## src/hdl/mstseq_pkg.sv

```systemverilog
// Package with the shared constants and types of the multi-segment trigger sequencer.
package mstseq_pkg;

   // Register byte offsets on the AXI4-Lite slave.
   localparam logic [7:0] MSTSEQ_CTRL_OFS    = 8'h00;
   localparam logic [7:0] MSTSEQ_SEGIDX_OFS  = 8'h04;
   localparam logic [7:0] MSTSEQ_GAP_OFS     = 8'h08;
   localparam logic [7:0] MSTSEQ_STATUS_OFS  = 8'h0c;
   localparam logic [7:0] MSTSEQ_SEGLEN_OFS  = 8'h10;
   localparam logic [7:0] MSTSEQ_LIST_OFS    = 8'h20;

   // Control register field positions.
   localparam int MSTSEQ_CTRL_MODE_LSB   = 0;
   localparam int MSTSEQ_CTRL_POLICY_LSB = 4;
   localparam int MSTSEQ_CTRL_EXT_BIT    = 8;
   localparam int MSTSEQ_CTRL_RATEEQ_BIT = 9;
   localparam int MSTSEQ_CTRL_LISTN_LSB  = 12;

   // Segment storage.
   localparam int MSTSEQ_NSEG    = 4;
   localparam int MSTSEQ_SEGW    = 2;
   localparam int MSTSEQ_SAMPW   = 16;
   localparam int MSTSEQ_ADDRW   = 8;
   localparam int MSTSEQ_NLIST   = 4;
   localparam int MSTSEQ_REPW    = 4;

   // Reset values.
   localparam logic [31:0] MSTSEQ_CTRL_RST   = 32'h0000_0000;
   localparam logic [15:0] MSTSEQ_GAP_RST    = 16'h0004;
   localparam logic [7:0]  MSTSEQ_SEGLEN_RST = 8'h10;
   localparam logic [MSTSEQ_REPW-1:0] MSTSEQ_REP_RST = 4'h1;

   typedef enum logic [2:0]
   {
      MSTSEQ_FREE_RUN,
      MSTSEQ_ARM_THEN_LOOP,
      MSTSEQ_ONE_SHOT,
      MSTSEQ_RESTARTABLE_LOOP,
      MSTSEQ_ARM_THEN_RESTARTABLE
   } mstseq_mode_t;

   typedef enum logic [1:0]
   {
      MSTSEQ_POL_NEXT_SEGMENT,
      MSTSEQ_POL_ADVANCE_AT_END,
      MSTSEQ_POL_PLAY_LIST
   } mstseq_policy_t;

   typedef enum logic [1:0]
   {
      MSTSEQ_ST_IDLE,
      MSTSEQ_ST_GAP,
      MSTSEQ_ST_PLAY
   } mstseq_state_t;

endpackage : mstseq_pkg

```

## src/hdl/mstseq_edge.sv

```systemverilog
// Rising edge detector for one trigger input.
`timescale 1ns/1ns
module mstseq_edge
(
   // Clock and reset.
   input  wire logic aclk,
   input  wire logic aresetn,
   // Level in, pulse out.
   input  wire logic level_in,
   output logic      pulse_out
);

   logic prev_r;

   always_ff @(posedge aclk)
   begin
      if (!aresetn)
         prev_r <= 1'b0;
      else
         prev_r <= level_in;
   end

   // A held level makes one pulse only.
   assign pulse_out = level_in & ~prev_r;

endmodule : mstseq_edge

```

## src/hdl/mstseq_skid.sv

```systemverilog
// Two-entry buffer with valid and ready on both sides.
`timescale 1ns/1ns
module mstseq_skid
#(
   parameter int WIDTH = 16
)
(
   // Clock and reset.
   input  wire logic             aclk,
   input  wire logic             aresetn,
   // Filling side.
   input  wire logic             s_valid,
   output logic                  s_ready,
   input  wire logic [WIDTH-1:0] s_data,
   // Draining side.
   output logic                  m_valid,
   input  wire logic             m_ready,
   output logic [WIDTH-1:0]      m_data
);

   logic [WIDTH-1:0] mem_r [2];
   logic             wp_r;
   logic             rp_r;
   logic [1:0]       cnt_r;
   logic             push;
   logic             pop;

   assign s_ready = (cnt_r != 2'd2);
   assign m_valid = (cnt_r != 2'd0);
   assign m_data  = mem_r[rp_r];
   assign push    = s_valid & s_ready;
   assign pop     = m_valid & m_ready;

   always_ff @(posedge aclk)
   begin
      if (push)
         mem_r[wp_r] <= s_data;
   end

   always_ff @(posedge aclk)
   begin
      if (!aresetn)
      begin
         wp_r  <= 1'b0;
         rp_r  <= 1'b0;
         cnt_r <= 2'd0;
      end
      else
      begin
         if (push)
            wp_r <= ~wp_r;
         if (pop)
            rp_r <= ~rp_r;
         cnt_r <= cnt_r + {1'b0, push} - {1'b0, pop};
      end
   end

endmodule : mstseq_skid

```

## src/hdl/mstseq_top.sv

```systemverilog
// Multi-segment trigger sequencer with AXI4-Lite registers and a buffered sample stream.
//
// Decided for this implementation: the AXI4-Lite register port and the register offsets.
`timescale 1ns/1ns
module mstseq_top
   import mstseq_pkg::*;
(
   // Clock and reset.
   input  wire logic                    aclk,
   input  wire logic                    aresetn,
   // AXI4-Lite write address and data.
   input  wire logic [7:0]              s_axi_awaddr,
   input  wire logic                    s_axi_awvalid,
   output logic                         s_axi_awready,
   input  wire logic [31:0]             s_axi_wdata,
   input  wire logic [3:0]              s_axi_wstrb,
   input  wire logic                    s_axi_wvalid,
   output logic                         s_axi_wready,
   // AXI4-Lite write response.
   output logic [1:0]                   s_axi_bresp,
   output logic                         s_axi_bvalid,
   input  wire logic                    s_axi_bready,
   // AXI4-Lite read.
   input  wire logic [7:0]              s_axi_araddr,
   input  wire logic                    s_axi_arvalid,
   output logic                         s_axi_arready,
   output logic [31:0]                  s_axi_rdata,
   output logic [1:0]                   s_axi_rresp,
   output logic                         s_axi_rvalid,
   input  wire logic                    s_axi_rready,
   // Trigger inputs.
   input  wire logic                    trig_in,
   input  wire logic                    next_trig_in,
   // Sample stream out.
   output logic                         m_valid,
   input  wire logic                    m_ready,
   output logic [MSTSEQ_SAMPW-1:0]      m_data
);

   logic [31:0]             ctrl_r;
   logic [MSTSEQ_SEGW-1:0]  segidx_r;
   logic                    idx_wr_r;
   logic [15:0]             gap_r;
   logic [7:0]              seglen_r [MSTSEQ_NSEG];
   logic [MSTSEQ_SEGW-1:0]  list_seg_r [MSTSEQ_NLIST];
   logic [MSTSEQ_REPW-1:0]  list_rep_r [MSTSEQ_NLIST];
   logic                    reject_r;
   logic                    aw_hold_r;
   logic                    w_hold_r;
   logic [7:0]              aw_addr_r;
   logic [31:0]             w_data_r;
   logic [3:0]              w_strb_r;

   mstseq_state_t           state_r;
   logic [MSTSEQ_SEGW-1:0]  cur_r;
   logic [MSTSEQ_SEGW-1:0]  next_seg_r;
   logic [MSTSEQ_ADDRW-1:0] addr_r;
   logic [15:0]             gap_cnt_r;
   logic [1:0]              lptr_r;
   logic [MSTSEQ_REPW-1:0]  rep_r;
   logic                    pend_next_r;
   logic                    pend_idx_r;

   logic                    trig_p;
   logic                    next_p;
   logic                    do_write;
   logic                    fill_ready;
   logic                    play_valid;
   logic [MSTSEQ_SAMPW-1:0] play_data;
   logic                    seg_last;

   mstseq_mode_t            mode;
   mstseq_policy_t          policy;
   logic                    ext_src;
   logic                    arm_mode;
   logic                    restart_mode;
   logic [1:0]              list_n;

   assign mode         = mstseq_mode_t'(ctrl_r[MSTSEQ_CTRL_MODE_LSB +: 3]);
   assign policy       = mstseq_policy_t'(ctrl_r[MSTSEQ_CTRL_POLICY_LSB +: 2]);
   assign ext_src      = ctrl_r[MSTSEQ_CTRL_EXT_BIT];
   assign list_n       = ctrl_r[MSTSEQ_CTRL_LISTN_LSB +: 2];
   assign arm_mode     = (mode == MSTSEQ_ARM_THEN_LOOP) || (mode == MSTSEQ_ARM_THEN_RESTARTABLE) ||
                         (mode == MSTSEQ_ONE_SHOT);
   assign restart_mode = (mode == MSTSEQ_RESTARTABLE_LOOP) || (mode == MSTSEQ_ARM_THEN_RESTARTABLE) ||
                         (mode == MSTSEQ_ONE_SHOT);

   mstseq_edge u_trig_edge
   (
      .aclk      (aclk),
      .aresetn   (aresetn),
      .level_in  (trig_in),
      .pulse_out (trig_p)
   );

   mstseq_edge u_next_edge
   (
      .aclk      (aclk),
      .aresetn   (aresetn),
      .level_in  (next_trig_in),
      .pulse_out (next_p)
   );

   // Write address and data are caught separately so either may come first.
   assign s_axi_awready = ~aw_hold_r & ~s_axi_bvalid;
   assign s_axi_wready  = ~w_hold_r & ~s_axi_bvalid;
   assign do_write      = aw_hold_r & w_hold_r;
   assign s_axi_bresp   = 2'b00;
   assign s_axi_rresp   = 2'b00;
   assign s_axi_arready = ~s_axi_rvalid;

   always_ff @(posedge aclk)
   begin
      if (!aresetn)
      begin
         aw_hold_r    <= 1'b0;
         w_hold_r     <= 1'b0;
         aw_addr_r    <= 8'h00;
         w_data_r     <= 32'h0000_0000;
         w_strb_r     <= 4'h0;
         s_axi_bvalid <= 1'b0;
      end
      else
      begin
         if (s_axi_awvalid && s_axi_awready)
         begin
            aw_hold_r <= 1'b1;
            aw_addr_r <= s_axi_awaddr;
         end
         if (s_axi_wvalid && s_axi_wready)
         begin
            w_hold_r <= 1'b1;
            w_data_r <= s_axi_wdata;
            w_strb_r <= s_axi_wstrb;
         end
         if (do_write)
         begin
            aw_hold_r    <= 1'b0;
            w_hold_r     <= 1'b0;
            s_axi_bvalid <= 1'b1;
         end
         else if (s_axi_bready)
            s_axi_bvalid <= 1'b0;
      end
   end

   // Register stores; strobes are honoured per lane on the wide control word.
   always_ff @(posedge aclk)
   begin
      if (!aresetn)
      begin
         ctrl_r   <= MSTSEQ_CTRL_RST;
         segidx_r <= '0;
         idx_wr_r <= 1'b0;
         gap_r    <= MSTSEQ_GAP_RST;
         reject_r <= 1'b0;
         for (int i = 0; i < MSTSEQ_NSEG; i++)
            seglen_r[i] <= MSTSEQ_SEGLEN_RST;
         for (int i = 0; i < MSTSEQ_NLIST; i++)
         begin
            list_seg_r[i] <= MSTSEQ_SEGW'(i);
            list_rep_r[i] <= MSTSEQ_REP_RST;
         end
      end
      else
      begin
         idx_wr_r <= 1'b0;
         if (do_write)
         begin
            if (aw_addr_r == MSTSEQ_CTRL_OFS)
            begin
               // Seamless advance needs one rate for all segments; else the whole control word keeps its old value.
               if (w_data_r[MSTSEQ_CTRL_POLICY_LSB +: 2] == 2'(MSTSEQ_POL_ADVANCE_AT_END) &&
                   !w_data_r[MSTSEQ_CTRL_RATEEQ_BIT])
                  reject_r <= 1'b1;
               else
               begin
                  reject_r <= 1'b0;
                  for (int b = 0; b < 4; b++)
                     if (w_strb_r[b])
                        ctrl_r[8*b +: 8] <= w_data_r[8*b +: 8];
               end
            end
            if (aw_addr_r == MSTSEQ_SEGIDX_OFS && w_strb_r[0])
            begin
               segidx_r <= w_data_r[MSTSEQ_SEGW-1:0];
               idx_wr_r <= 1'b1;
            end
            if (aw_addr_r == MSTSEQ_GAP_OFS && w_strb_r[0])
               gap_r <= w_data_r[15:0];
            for (int i = 0; i < MSTSEQ_NSEG; i++)
               if (aw_addr_r == MSTSEQ_SEGLEN_OFS + 8'(4*i) && w_strb_r[0])
                  seglen_r[i] <= w_data_r[7:0];
            for (int i = 0; i < MSTSEQ_NLIST; i++)
               if (aw_addr_r == MSTSEQ_LIST_OFS + 8'(4*i) && w_strb_r[0])
               begin
                  list_seg_r[i] <= w_data_r[MSTSEQ_SEGW-1:0];
                  list_rep_r[i] <= w_data_r[4 +: MSTSEQ_REPW];
               end
         end
      end
   end

   // Read side; unmapped addresses read as zero with OKAY.
   always_ff @(posedge aclk)
   begin
      if (!aresetn)
      begin
         s_axi_rvalid <= 1'b0;
         s_axi_rdata  <= 32'h0000_0000;
      end
      else if (s_axi_arvalid && s_axi_arready)
      begin
         s_axi_rvalid <= 1'b1;
         s_axi_rdata  <= 32'h0000_0000;
         case (s_axi_araddr)
            MSTSEQ_CTRL_OFS:   s_axi_rdata <= ctrl_r;
            MSTSEQ_SEGIDX_OFS: s_axi_rdata <= {30'h0, segidx_r};
            MSTSEQ_GAP_OFS:    s_axi_rdata <= {16'h0, gap_r};
            MSTSEQ_STATUS_OFS: s_axi_rdata <= {17'h0, reject_r, 2'(state_r), 2'b00, cur_r, addr_r};
            default:
            begin
               for (int i = 0; i < MSTSEQ_NSEG; i++)
                  if (s_axi_araddr == MSTSEQ_SEGLEN_OFS + 8'(4*i))
                     s_axi_rdata <= {24'h0, seglen_r[i]};
               for (int i = 0; i < MSTSEQ_NLIST; i++)
                  if (s_axi_araddr == MSTSEQ_LIST_OFS + 8'(4*i))
                     s_axi_rdata <= {24'h0, list_rep_r[i], 2'b00, list_seg_r[i]};
            end
         endcase
      end
      else if (s_axi_rready)
         s_axi_rvalid <= 1'b0;
   end

   // The sample source is a stand-in ramp tagged by segment; a real memory would drop in here.
   assign seg_last   = (addr_r == seglen_r[cur_r] - 8'd1);
   assign play_valid = (state_r != MSTSEQ_ST_IDLE);
   assign play_data  = (state_r == MSTSEQ_ST_PLAY) ? {6'h00, cur_r, addr_r} : '0;

   // Playback sequencer; sample steps stall while the buffer cannot accept a sample, but triggers and index writes act at once.
   always_ff @(posedge aclk)
   begin
      if (!aresetn)
      begin
         state_r     <= MSTSEQ_ST_IDLE;
         cur_r       <= '0;
         next_seg_r  <= '0;
         addr_r      <= '0;
         gap_cnt_r   <= '0;
         lptr_r      <= 2'd0;
         rep_r       <= '0;
         pend_next_r <= 1'b0;
         pend_idx_r  <= 1'b0;
      end
      else
      begin
         if (next_p && policy == MSTSEQ_POL_ADVANCE_AT_END)
            pend_next_r <= 1'b1;
         if (idx_wr_r && policy == MSTSEQ_POL_ADVANCE_AT_END)
            pend_idx_r <= 1'b1;
         // A one_shot index change only stores the choice; blocking the step below would repeat a sample.
         if (idx_wr_r && policy == MSTSEQ_POL_NEXT_SEGMENT && mode == MSTSEQ_ONE_SHOT)
            next_seg_r <= segidx_r;
         if (idx_wr_r && policy == MSTSEQ_POL_NEXT_SEGMENT && mode != MSTSEQ_ONE_SHOT)
         begin
            if (ext_src && mode == MSTSEQ_ARM_THEN_LOOP)
            begin
               next_seg_r <= segidx_r;
               state_r    <= MSTSEQ_ST_IDLE;
            end
            else
            begin
               cur_r     <= segidx_r;
               addr_r    <= '0;
               gap_cnt_r <= gap_r;
               state_r   <= MSTSEQ_ST_GAP;
            end
         end
         else if (ext_src && next_p && policy == MSTSEQ_POL_NEXT_SEGMENT &&
                  (state_r != MSTSEQ_ST_IDLE || mode == MSTSEQ_ONE_SHOT))
         begin
            // Segment count is a power of two, so the increment wraps to the first.
            cur_r     <= cur_r + MSTSEQ_SEGW'(1);
            addr_r    <= '0;
            gap_cnt_r <= gap_r;
            state_r   <= (mode == MSTSEQ_ONE_SHOT) ? MSTSEQ_ST_PLAY : MSTSEQ_ST_GAP;
         end
         else if (trig_p && (state_r == MSTSEQ_ST_IDLE || restart_mode) &&
                  !(ext_src && policy == MSTSEQ_POL_NEXT_SEGMENT && !restart_mode && state_r != MSTSEQ_ST_IDLE))
         begin
            if (state_r == MSTSEQ_ST_IDLE || mode == MSTSEQ_ONE_SHOT)
               cur_r <= (policy == MSTSEQ_POL_PLAY_LIST) ? list_seg_r[0] : next_seg_r;
            if (policy == MSTSEQ_POL_PLAY_LIST)
            begin
               lptr_r <= 2'd0;
               rep_r  <= '0;
            end
            addr_r  <= '0;
            state_r <= MSTSEQ_ST_PLAY;
         end
         else if (fill_ready)
         begin
            case (state_r)
               MSTSEQ_ST_IDLE:
               begin
                  if (!arm_mode)
                  begin
                     state_r <= MSTSEQ_ST_PLAY;
                     if (policy == MSTSEQ_POL_PLAY_LIST)
                        cur_r <= list_seg_r[0];
                  end
               end
               MSTSEQ_ST_GAP:
               begin
                  if (gap_cnt_r <= 16'd1)
                     state_r <= MSTSEQ_ST_PLAY;
                  gap_cnt_r <= gap_cnt_r - 16'd1;
               end
               MSTSEQ_ST_PLAY:
               begin
                  addr_r <= seg_last ? '0 : addr_r + 8'd1;
                  if (seg_last)
                  begin
                     if (mode == MSTSEQ_ONE_SHOT)
                        state_r <= MSTSEQ_ST_IDLE;
                     if (policy == MSTSEQ_POL_ADVANCE_AT_END)
                     begin
                        if (pend_idx_r && mode != MSTSEQ_ARM_THEN_LOOP)
                        begin
                           cur_r      <= segidx_r;
                           pend_idx_r <= 1'b0;
                        end
                        else if (pend_next_r)
                           cur_r <= cur_r + MSTSEQ_SEGW'(1);
                        // A trigger landing on the last sample stays pending for the next end.
                        pend_next_r <= next_p;
                     end
                     else if (policy == MSTSEQ_POL_PLAY_LIST)
                     begin
                        if (rep_r + 4'd1 >= list_rep_r[lptr_r])
                        begin
                           rep_r  <= '0;
                           lptr_r <= (lptr_r >= list_n) ? 2'd0 : lptr_r + 2'd1;
                           cur_r  <= list_seg_r[(lptr_r >= list_n) ? 2'd0 : lptr_r + 2'd1];
                        end
                        else
                           rep_r <= rep_r + 4'd1;
                     end
                  end
               end
               default: state_r <= MSTSEQ_ST_IDLE;
            endcase
         end
      end
   end

   mstseq_skid #(.WIDTH(MSTSEQ_SAMPW)) u_buf
   (
      .aclk    (aclk),
      .aresetn (aresetn),
      .s_valid (play_valid),
      .s_ready (fill_ready),
      .s_data  (play_data),
      .m_valid (m_valid),
      .m_ready (m_ready),
      .m_data  (m_data)
   );

endmodule : mstseq_top

```

## config.mk

```make
export PLATFORM = sky130hd
export DESIGN_NAME = mstseq_top
export DESIGN_NICKNAME = d
export VERILOG_FILES = /design/src/hdl/mstseq_pkg.sv /design/src/hdl/mstseq_edge.sv /design/src/hdl/mstseq_skid.sv /design/src/hdl/mstseq_top.sv
export SDC_FILE = /design/constraint.sdc
export NUM_CORES = 1
export LEC_CHECK = 0
export BUFFER_PORTS_ARGS = -buffer_cell sky130_fd_sc_hd__buf_2
export CAP_MARGIN = 20
export CORE_AREA = 2 2 151 153
export DETAILED_ROUTE_END_ITERATION = 10
export DIE_AREA = 0 0 153 155
export PLACE_DENSITY = 0.74
export SETUP_SLACK_MARGIN = 0.02
export SYNTH_ARGS = -nofsm -noshare
export SYNTH_HDL_FRONTEND = slang
export SYNTH_SLANG_ARGS = --single-unit
```

## constraint.sdc

```tcl
create_clock -name aclk -period 5.5 [get_ports aclk]
set_clock_uncertainty 0.2 [all_clocks]
set_input_delay 0.55 -clock aclk [delete_from_list [all_inputs] [get_ports aclk]]
set_output_delay 0.55 -clock aclk [all_outputs]
set_load 0.1 [all_outputs]
```

# == Yosys cells after proc, flatten, opt, wreduce, memory -nomap -nowiden ==
# Memory sizes are Yosys's and may differ from the RTL's. A register that Yosys moved wholly into a read port is not among the register bits.
# Cells that the tools add are included.
# word_totals
memories,4
inputBits,62
ff_bits,176
mem_bits_rw,76
# mem_list
name,depth,width,rd,rd_ports_with_merged_regs,write_ports,line_no,text
seglen_r,4,8,5,1,4,mstseq_top.sv:44,logic [7:0] seglen_r [MSTSEQ_NSEG];
u_buf.mem_r,2,10,1,1,1,mstseq_skid.sv:21,logic [WIDTH-1:0] mem_r [2];
list_rep_r,4,4,5,1,4,mstseq_top.sv:46,logic [MSTSEQ_REPW-1:0] list_rep_r [MSTSEQ_NLIST];
list_seg_r,4,2,5,0,4,mstseq_top.sv:45,logic [MSTSEQ_SEGW-1:0] list_seg_r [MSTSEQ_NLIST];
# op_classes
n_eq_ne,46
magnitude_cmp,3
bitwise,31
mux,146
reduce_logical,71
addsub,8
# ops
operator,n
2-to-1 mux 32 bit,7
one-hot mux 32 bit (4 select lines),1
2-to-1 mux 16 bit,6
2-to-1 mux 8 bit,12
2-to-1 mux 2 bit,44
equality test 8 x 5 -> 1 bit (second input constant),8
equality test 8 x 6 -> 1 bit (second input constant),8
2-to-1 mux 1 bit,61
2-to-1 mux 4 bit,12
logical AND 1 bit,29
equality test 8 x 4 -> 1 bit (second input constant),3
AND reduction 4 bit,5
equality test 8 x 3 -> 1 bit (second input constant),2
<= comparator 16 x 1 -> 1 bit (second input constant),1
logical NOT 8 bit,2
nonzero test 2 bit,8
subtractor 16 x 1 -> 16 bit (second input constant),1
!= test 6 x 1 -> 1 bit (second input constant),2
inverter 1 bit,12
OR 1 bit,12
2-to-1 mux 10 bit,1
AND reduction 10 bit,1
adder 8 x 1 -> 8 bit (second input constant),1
equality test 8 bit,1
other kinds (39),65

# == Logic depth before layout (Yosys ltp) ==
# Gate-level depths: netlist (run 1).
# An unclocked memory read counts as a cell.
# depth
word_depth,14
mapped_depth,11
depth_no_buf,10

# == By module ==
# From an unflattened synthesis (run 1), not the netlist that was laid out.
# unflattened
cells_unflattened,1329
hier_area_um2,12431.9
# modules_own_cells
mod,n_inst,seq_area_each_um2,cells_per_inst,area_per_inst_um2
mstseq_top,1,5165.0,1249,10906.7
mstseq_skid,1,1061.0,74,1445.1
mstseq_edge,2,20.0,3,40.0

# == Worst setup path before layout (run 1) ==
# OpenSTA, ideal clock, no wires.
# synth_timing
path_kind,register to register
startpoint,register with a tool-made name
endpoint,register with a tool-made name
path_slack_ps,1896
path_stages_with_launch,12
t_required_ps,5209
arrival_time_ps,3313
setup_time_ps,91
n_path_buf,1
cell_sequence,dfxtp_1 > buf_4 > mux4_2 > inv_1 > ha_1 > or2b_1 > o221a_1 > or4b_4 > a21oi_4 > nand3_2 > or4_4 > o31ai_2

==> qor.csv, run 1 <==
metric,value,unit
r2r_slack,1.40,ns
post_drt_wl_per_cell,18.9,µm
clock_path_buffers,3,
gr-total-overflow,0,
startpoint_type,flop,
syn_inst,1323,
die_w,153,µm
holdBufCountCts,2,
grt_pass1_wl,50900,µm
worst_slew_pin_slew,1.10,ns
crit_required,5.76,ns
rows,55,
crit_family,simple AND/OR/NAND/NOR gates,
p_int,3.37,mW
max_slew_margin,0.265,
leakagePower,4.98,nW
fill_cells,1931,
post_cts_resized,0,
area_growth,13.3,%
drt_wl_total,32200,µm
dieHeight,155,µm
ir_drop,0.000235,V
root_buffer,clkbuf_16,
critical_path_class,flop to flop,
ios,120,
r2r_cells,10,
synth_edf_count,76,
synth_area_leaders,"dfxtp_1, edfxtp_1, nand2_1, a21oi_1, and2_1",
antenna_found_initial,1,
tns,0,ns
synth.cell_area,12000,µm²
cp_max_fo,11,
layout_min_cycle_time,4.10,ns
yosysUniqueCellTypes,82,
regArea,5910,µm²
clk_pin_slew,0.06,ns
hold_depth,3,
async_reset_ff_frac,0,
clkPwrFrac,0.365,
dr.pass1.iters,6,
fmax,0.244,GHz
num_vias,10100,
hold_end,w_data_r[27],
hold_viol_final,0,
grt_max_degree,104,
multi_input_area,5630,µm²
post_cts_buffers,0,
slowest_delay,0.71,ns
crit_path_top_delay_cell,dfxtp_1,
setup_viol,0,
detail-route-antenna-nets,0,
powerDensity,366,nW/µm²
cp_cell_sequence,"mux4_2, inv_1, ha_1, or2b_1, o221a_1, or4b_4, a21oi_4, nand3_2, or4_4, o31ai_2",
numClockSinks,257,
die_area,23700,µm²
drv_slew,0,
clkLatencyLatePin,0.57,ns
place.gp.congestion,0.915,
initial_core_util,0.539,
synth_seq_cells,257,
syn_avg_cell_area,9.05,µm²
drc,0,
drive_gt1_frac,0.154,
h-tree-depth,1,
synth_ff_type,dfxtp_1,
synth_top_area_share,0.303,
min_period_over_period,0.745,
min_from,s_axi_wdata[27],
grt_usage,0.266,
grt_pass1_vias,9333,
routed_via_density,5.95,
power,4.96,mW
portBuffers,109,
cts_tree,built,
yosysSeqAreaShare,0.493,
cp_num_buf_inv,1,
netSwitchingPower,1.60,mW
drt_iter0_markers,937,
worst_setup_path_end_kind,flop,
p_seq_frac,0.440,
ys.warnings.count,0,
dpl.hpwl,22400,µm
swShare,0.322,
tritoncts.num_buffers,27,
status,finished clean,
cp_data_arrival_time,4.36,ns
rsz0062_at_grt,false,
comb_power_share,0.195,
core,22200,µm²
hp-class,input pin to flop,
max-cap-violations,0,
final_nets,1472,
synth_top_area_cell,dfxtp_1,
-- layer usage --
layer,part of all wire,track usage,up-vias,wire [µm]
met5,0,0,-,0
met4,0.031,0.0864,0,993
met3,0.086,0.0526,69,2780
met2,0.45,0.414,420,14400
met1,0.44,0.376,4801,14100
li1,-,-,4851,-
-- synth_stat cells, types with 4 or more instances --
master and count:
nand2_1 237, ha_1 13, inv_1 20, a21oi_1 154, clkbuf_1 74, and3_1 9, mux4_2 12, nor2b_1 7
nor2_1 85, a222oi_1 6, nand3_1 70, o21a_1 4, xnor2_1 10, o22ai_1 15, a22oi_1 13, a211oi_1 14
edfxtp_1 76, nand2b_1 14, mux2_2 13, dfxtp_1 181, nand4_1 7, a21o_1 4, xor2_1 13, a31oi_1 8
o211ai_1 5, nor4_1 4, or3_1 13, a22o_1 10, mux2i_1 18, nor3_1 27, o21ai_0 31, and2_1 62
or2_2 4, buf_4 12, a221oi_1 11
-- worst reg2reg max path, stage by stage (launching register included) --
cell and delay, ns:
dfxtp_1 0.71, mux4_2 0.65, inv_1 0.09, ha_1 0.23, or2b_1 0.26, o221a_1 0.27, or4b_4 0.54, a21oi_4 0.21
nand3_2 0.13, or4_4 0.52, o31ai_2 0.22
-- cell type report --
cell class	instances	area share
Multi-Input combinational cell	964	0.415
Antenna cell	1	0.000185
Inverter	20	0.00572
Clock buffer	38	0.0573
Tap cell	285	0.0263
Sequential cell	257	0.435
Timing Repair Buffer	127	0.0520
Clock inverter	12	0.00784
-- stage by stage --
step | hold slack [ns] | setup WS, ns | instances | util | area, µm²
2_1_floorplan | 0.236 | 1.90 | 1332 | - | 12000
3_3_place_gp | 0.239 | 1.52 | 1649 | 0.568 | 12600
3_5_place_dp | 0.240 | 1.42 | 1650 | 0.569 | 12600
4_1_cts | 0.00620 | 1.41 | 1702 | 0.610 | 13600
5_1_grt | 0.0129 | 1.19 | 1703 | 0.610 | 13600
6_report | 0.0156 | 1.40 | 1704 | 0.610 | 13600
-- worst max path at each step --
stage / startpoint / end / slack [ns] / depth (start not counted)
global route: flop / flop / 1.19 / 10
detailed placement: flop / lptr_r[0] / 1.42 / 10
floorplan: flop / flop / 1.90 / 11
CTS: flop / flop / 1.41 / 10
finish: flop / flop / 1.40 / 10
global placement: flop / flop / 1.52 / 10
-- logic make-up (layout without fill, tap and decap cells) --
kind of cell	count (synthesis)	after routing	synth area share
xor gates and xnor gates	25	25	0.0195
and+or+nand+nor	568	568	0.226
AOI/OAI and AO/OA	305	305	0.157
muxes	43	43	0.0499
buffers and inverters	111	197	0.0398
adders and majority gates	13	13	0.0136
DFF	257	257	0.493
other	1	11	0.000313
-- layout by cell type (no fill, tap or decap), types with 9 or more instances in the layout --
master     Yosys  final
and3_1         9      9
clkbuf_16      0     27
edfxtp_1      76     76
o22ai_1       15     15
inv_1         20     19
mux4_2        12     12
a211oi_1      14     14
ha_1          13     13
a221oi_1      11     11
mux2i_1       18     18
conb_1         1     10
a21oi_1      154    153
and2_1        62     62
mux2_2        13     13
xnor2_1       10     10
dfxtp_1      181    181
nand3_1       70     70
a22o_1        10     10
o21ai_0       31     31
nand2_1      237    237
nor2_1        85     84
buf_2          0    109
nand2b_1      14     14
xor2_1        13     13
buf_4         12     15
nor3_1        27     27
a22oi_1       13     13
or3_1         13     13
-- state kept, by name, summed over array words and instances, names as in the netlist, 2 cells and up, named ones only --
signal       flops
addr_r           8
aw_addr_r        8
ctrl_r          32
cur_r            2
gap_cnt_r       16
gap_r           16
list_rep_r      16
list_seg_r       8
lptr_r           2
next_seg_r       2
rep_r            4
s_axi_rdata     32
segidx_r         2
seglen_r        32
state_r          2
u_buf.cnt_r      2
u_buf.mem_r     20
w_data_r        32
w_strb_r         4
-- power by group through the flow --
stage,Combinational (mW),Clock [mW],Sequential (mW)
3_3_place_gp,0.951,0,2.22
2_1_floorplan,0.782,0,2.20
6_report,0.968,1.81,2.19
4_1_cts,0.970,1.82,2.18
3_5_place_dp,0.966,0,2.22
5_1_grt,1.03,1.90,2.20
Power figures use the tool's default switching activity.
==> run 2, diff against run 1 <==
--- a/config.mk
+++ b/config.mk
@@ -5,12 +5,13 @@
 export SDC_FILE = /design/constraint.sdc
 export NUM_CORES = 1
 export LEC_CHECK = 0
+export ABC_AREA = 1
 export BUFFER_PORTS_ARGS = -buffer_cell sky130_fd_sc_hd__buf_2
 export CAP_MARGIN = 20
-export CORE_AREA = 2 2 151 153
+export CORE_AREA = 2 2 153 155
 export DETAILED_ROUTE_END_ITERATION = 10
-export DIE_AREA = 0 0 153 155
-export PLACE_DENSITY = 0.74
+export DIE_AREA = 0 0 155 157
+export PLACE_DENSITY = 0.76
 export SETUP_SLACK_MARGIN = 0.02
 export SYNTH_ARGS = -nofsm -noshare
 export SYNTH_HDL_FRONTEND = slang
==> constraint.sdc (replaced) <==
create_clock -name aclk -period 3.7 [get_ports aclk]
set_clock_uncertainty 0.2 [all_clocks]
set_input_delay 0.37 -clock aclk [delete_from_list [all_inputs] [get_ports aclk]]
set_output_delay 0.37 -clock aclk [all_outputs]
set_load 0.1 [all_outputs]
==> run 2 against run 1 <==
- flip-flop and latch count unchanged
- combinational power rose by 95%
- highest routed layer unchanged
- sequential share of layout area decreased by 1.9 points
- wire length rose by 4.1%
- die area rose by 2.6%
- non-clock buffer count is 47 higher
==> qor.csv, run 2 <==
metric,value,unit
worst_setup_path_end_kind,flop,
yosysUniqueCellTypes,51,
syn_avg_cell_area,7.73,µm²
synth.cell_area,12000,µm²
tritoncts.num_buffers,28,
clkLatencyLatePin,0.54,ns
h-tree-depth,1,
dr.pass1.iters,5,
diodes,0,
detail-route-antenna-nets,0,
place.gp.congestion,0.966,
layout_min_cycle_time,3.04,ns
dieHeight,157,µm
clock_path_buffers,3,
routed_via_density,5.48,
num_vias,11000,
synth_ff_type,dfxtp_1,
critical_path_class,flop to flop,
min_period_over_period,0.821,
root_buffer,clkbuf_16,
drc,0,
startpoint_type,flop,
area_growth,17.8,%
synth_seq_cells,257,
die_w,155,µm
grt_pass1_vias,10200,
multi_input_area,5130,µm²
final_nets,1774,
dp.cells,1898,
layoutNonFillerInstCount,2005,
post_drt_wl_per_cell,16.7,µm
clk_pin_slew,0.06,ns
hold_viol_final,0,
drv_slew,0,
status,finished clean,
ys.warnings.count,0,
powerDensity,552,nW/µm²
hp-class,input pin to flop,
syn_inst,1557,
place_area,12700,µm²
synth_top_area_share,0.301,
r2r_slack,0.66,ns
netlist_top_cells_count,"nand2_1, nor2_1, dfxtp_1",
synth_top_area_cell,dfxtp_1,
cp_data_arrival_time,3.30,ns
dpl.hpwl,23000,µm
grt_max_degree,126,
yosysMostFrequentCell,nand2_1,
max_slew_margin,0.414,
fill_cells,1946,
crit_required,3.96,ns
ios,120,
core,22500,µm²
antenna_found_initial,0,
regArea,5910,µm²
numClockSinks,257,
ir_drop,0.000393,V
fmax,0.329,GHz
async_reset_ff_frac,0,
synth_edf_count,76,
die_area,24300,µm²
max-cap-violations,0,
worst_slew_pin_slew,0.875,ns
cts_tree,built,
rows,55,
grt_pass1_wl,53100,µm
grt_usage,0.272,
drt_iter0_markers,1050,
cp_max_fo,24,
tns,0,ns
setup_viol,0,
initial_core_util,0.535,
layout_common_cells,"nand2_1, nor2_1, dfxtp_1, inv_1, o21ai_0",
design_area,14200,µm²
rsz0062_at_grt,false,
leakagePower,5.86,nW
synth_area_leaders,"dfxtp_1, edfxtp_1, nand2_1, nor2_1, o21ai_0",
layout_commonest_cell,nand2_1,
gr-total-overflow,0,
drt_wl_total,33500,µm
yosysSeqAreaShare,0.491,
portBuffers,109,
drive_gt1_frac,0.124,
-- run 2: changes by cell type after synthesis, sizes merged, moves of 32 or more --
cell    change
inv       +159
nor2      +153
o21ai     +135
and2       -64
nand2      +60
clkbuf     -32
-- run 2: power by group --
part | total, mW | internal, mW | switching [mW]
sequential | 3.24 | 3.10 | 0.140
combinational | 1.89 | 0.463 | 1.43
clock | 2.69 | 1.55 | 1.14
-- run 2: per-layer routing --
layer	GRT usage	wire [µm]	part of all wire
met1	0.375	14600	0.44
met2	0.452	15600	0.46
met3	0.0314	2260	0.067
met4	0.0864	1080	0.032
met5	0	0	0
-- run 2: critical path, cell delays in order, from the launching register on --
cell and delay, ns:
dfxtp_1 0.33, inv_1 0.09, nor2_1 0.04, inv_1 0.11, nor2_4 0.07, o21ai_2 0.26
nand2_2 0.31, inv_1 0.56, o21ai_1 0.14, nand2_1 0.27, inv_2 0.23, o21ai_0 0.13
nand2_1 0.08, a21oi_1 0.14
-- run 2: what timing repair did --
action | 4_1_cts | 5_1_grt
gates resized for setup | 0 | 0
hold buffers | 55 | 0
buffers inserted | 0 | 0
endpoints found under the hold margin | 50 | 0
-- run 2: path summary, 6_finish.rpt --
path | cells after the start | startpoint | to
setup / recovery | 13 | ctrl_r[1] | gap_cnt_r[15]
hold / removal | 5 | s_axi_arvalid | s_axi_rdata[14]
hold reg to reg | 2 | ctrl_r[20] | ctrl_r[20]
setup reg to reg | 13 | ctrl_r[1] | gap_cnt_r[15]
-- run 2: layout make-up --
class	count	share of cell area
clock buffer	36	0.0544
clock inverter	15	0.00918
inverter	183	0.0486
multi-input combinational	1055	0.362
sequential	257	0.417
tap	285	0.0252
timing repair buffer	174	0.0842
-- run 2: logic make-up (layout without fill, tap and decap cells) --
group / count (synthesis) / count (layout) / share of synthesized area
XOR/XNOR: 15 / 15 / 0.0109
AO/OA/AOI/OAI: 362 / 362 / 0.164
AND/OR/NAND/NOR: 645 / 645 / 0.225
adder cells (fa/ha/maj): 13 / 13 / 0.0135
other: 1 / 10 / 0.000311
flip-flops: 257 / 257 / 0.491
buffers and inverters: 254 / 408 / 0.0861
multiplexers: 10 / 10 / 0.00935
-- run 2: through the flow --
stage | worst slack (ns) | hold WS (ns) | power, mW | util
global route | 0.265 | 0.147 | 8.14 | 0.630
floorplan | 0.500 | 0.222 | 4.76 | -
global placement | 0.723 | 0.233 | 5.10 | 0.564
finish | 0.664 | 0.123 | 7.82 | 0.630
CTS | 0.655 | 0.115 | 7.83 | 0.629
detailed placement | 0.678 | 0.237 | 5.12 | 0.564
==> run 3, diff against run 2 <==
==> constraint.sdc (replaced) <==
create_clock -name aclk -period 2.6 [get_ports aclk]
set_clock_uncertainty 0.2 [all_clocks]
set_input_delay 0.26 -clock aclk [delete_from_list [all_inputs] [get_ports aclk]]
set_output_delay 0.26 -clock aclk [all_outputs]
set_load 0.1 [all_outputs]
==> run 3 against run 2 <==
- utilization increased by 1.0 points
- maximum frequency rose by 22%
- global-route usage decreased by 0.18 points
- wire length decreased by 0.43%
- cell area rose by 1.6%
- setup slack got worse by 0.55 ns
- via count rose by 1.1%
- critical path depth increased by 2
==> qor.csv, run 3 (same netlist as run 2, synthesis figures left out) <==
metric,value,unit
die_w,155,µm
status,finished clean,
max_slew_margin,0.401,
num_vias,11100,
crit_path_top_delay_cell,dfxtp_2,
crit_required,2.82,ns
layout_commonest_cell,nand2_1,
dr.pass1.iters,6,
grt_max_degree,138,
reg2reg_from,rep_r[2],
tns,0,ns
post_drt_wl_per_cell,16.5,µm
critical_path_class,flop to flop,
power,11.1,mW
drive_gt1_frac,0.153,
worst_slew_pin_slew,0.895,ns
portBuffers,109,
cp_num_buf_inv,2,
drc,0,
h-tree-depth,1,
slowest_delay,0.37,ns
r2r_cells,15,
dp.cells,1924,
clkLatencyLatePin,0.53,ns
layout_common_cells,"nand2_1, nor2_1, dfxtp_1, inv_1, o21ai_0",
powerDensity,769,nW/µm²
use_met2,0.441,
startpoint_type,flop,
place.gp.congestion,0.989,
layout_min_cycle_time,2.49,ns
cp_cell_sequence,"nand3_1, xor2_1, inv_1, ha_4, nand2_1, inv_2, nand3_2, nand3_1, o21ai_1, nand2_1, o21ai_1, a21oi_1, nand3_2, a21oi_2, nor2_1",
grt_pass1_wl,52700,µm
die_area,24300,µm²
clock_path_buffers,3,
fill_cells,1861,
root_buffer,clkbuf_16,
drt_wl_total,33400,µm
core,22500,µm²
busiest_layer,met2,
routed_via_density,5.49,
initial_core_util,0.535,
layoutNonFillerInstCount,2026,
dieHeight,157,µm
setup_viol,0,
ir_drop,0.000532,V
cp_max_fo,4,
cp_data_arrival_time,2.71,ns
crit_path_start,rep_r[2],
leakagePower,5.92,nW
drt_iter0_markers,1045,
worst_setup_path_end_kind,flop,
detail-route-antenna-nets,0,
cts_tree,built,
hold_viol_final,0,
final_nets,1794,
rows,55,
grt_pass1_vias,10200,
area_growth,19.7,%
hp-class,input pin to flop,
max-cap-violations,0,
r2r_slack,0.11,ns
tritoncts.num_buffers,27,
grt_usage,0.271,
fmax,0.402,GHz
min_period_over_period,0.956,
clk_pin_slew,0.06,ns
grtUsageMet1,0.369,
drv_slew,0,
numClockSinks,257,
grt_use_met3,0.0446,
dpl.hpwl,23200,µm
ios,120,
crit_family,simple AND/OR/NAND/NOR gates,
antenna_found_initial,1,
gr-total-overflow,0,
cp.depth,15,
run 3: cell types whose count changed in the layout (fill, tap and decap cells not counted), sizes merged:
| cell | previous run | this run |
|---|---|---|
| buf | 119 | 144 |
| clkinv | 17 | 10 |
| clkinvlp | 1 | 8 |
| dlygate4sd3 | 55 | 51 |
| clkbuf | 36 | 34 |
| bufinv | 1 | 2 |
| diode | 0 | 1 |
run 3: layout make-up:
| cell class | instances | area (µm²) | area share |
|---|---|---|---|
| Sequential cell | 257 | 5920 | 0.411 |
| Clock inverter | 16 | 139 | 0.00964 |
| Inverter | 183 | 699 | 0.0485 |
| Multi-Input combinational cell | 1055 | 5240 | 0.364 |
| Tap cell | 285 | 357 | 0.0248 |
| Timing Repair Buffer | 195 | 1340 | 0.0931 |
| Antenna cell | 1 | 2.50 | 0.000174 |
| Clock buffer | 34 | 702 | 0.0487 |
run 3: worst register-to-register path: cells and delay by family (launching register included):
family | cells | cell delay [ns]
flops | 1 | 0.37
compound gates | 4 | 0.50
buf+inv | 2 | 0.18
fa+ha+maj | 1 | 0.28
xor+xnor | 1 | 0.24
simple gates | 7 | 0.62
run 3: through the flow:
stage | util | instance area [µm²] | worst slack, ns | hold slack, ns
after floorplan | - | 12100 | 0.108 | 0.153
after global placement | 0.575 | 12900 | 0.118 | 0.232
after detailed placement | 0.575 | 12900 | 0.0508 | 0.237
after CTS | 0.635 | 14300 | 0.0293 | 0.0236
after global routing | 0.640 | 14400 | -0.0490 | 0.0710
final | 0.640 | 14400 | 0.113 | 0.0433
run 3: how the worst min path moves through the flow:
stage | start | end | slack, ns | cells past startpoint
2_1_floorplan | next_trig_in | u_next_edge.prev_r | 0.15 | 2
3_3_place_gp | ctrl_r[16] | ctrl_r[16] | 0.23 | 2
3_5_place_dp | ctrl_r[18] | ctrl_r[18] | 0.24 | 2
4_1_cts | s_axi_awvalid | aw_addr_r[5] | 0.02 | 3
5_1_grt | s_axi_arvalid | s_axi_rdata[9] | 0.07 | 4
6_report | s_axi_arvalid | s_axi_rdata[15] | 0.04 | 4
run 3: report_power, final:
part / switching (mW) / internal, mW / total (mW)
Clock: 1.55 / 2.11 / 3.66
Combinational: 2.07 / 0.747 / 2.81
Sequential: 0.186 / 4.42 / 4.60
Total: 3.80 / 7.28 / 11.1
run 3: per-layer routing:
metal | vias to the layer above | wire length [µm]
li1 | 5463 | -
met1 | 5104 | 14300
met2 | 476 | 15500
met3 | 77 | 2420
met4 | 0 | 1110
met5 | - | 0
run 3: timing repair:
item	in CTS	in global routing
resized for setup	0	43
hold endpoints to repair	52	0
endpoints found under the setup margin	0	43
buffers inserted	0	0
hold buffers	51	0
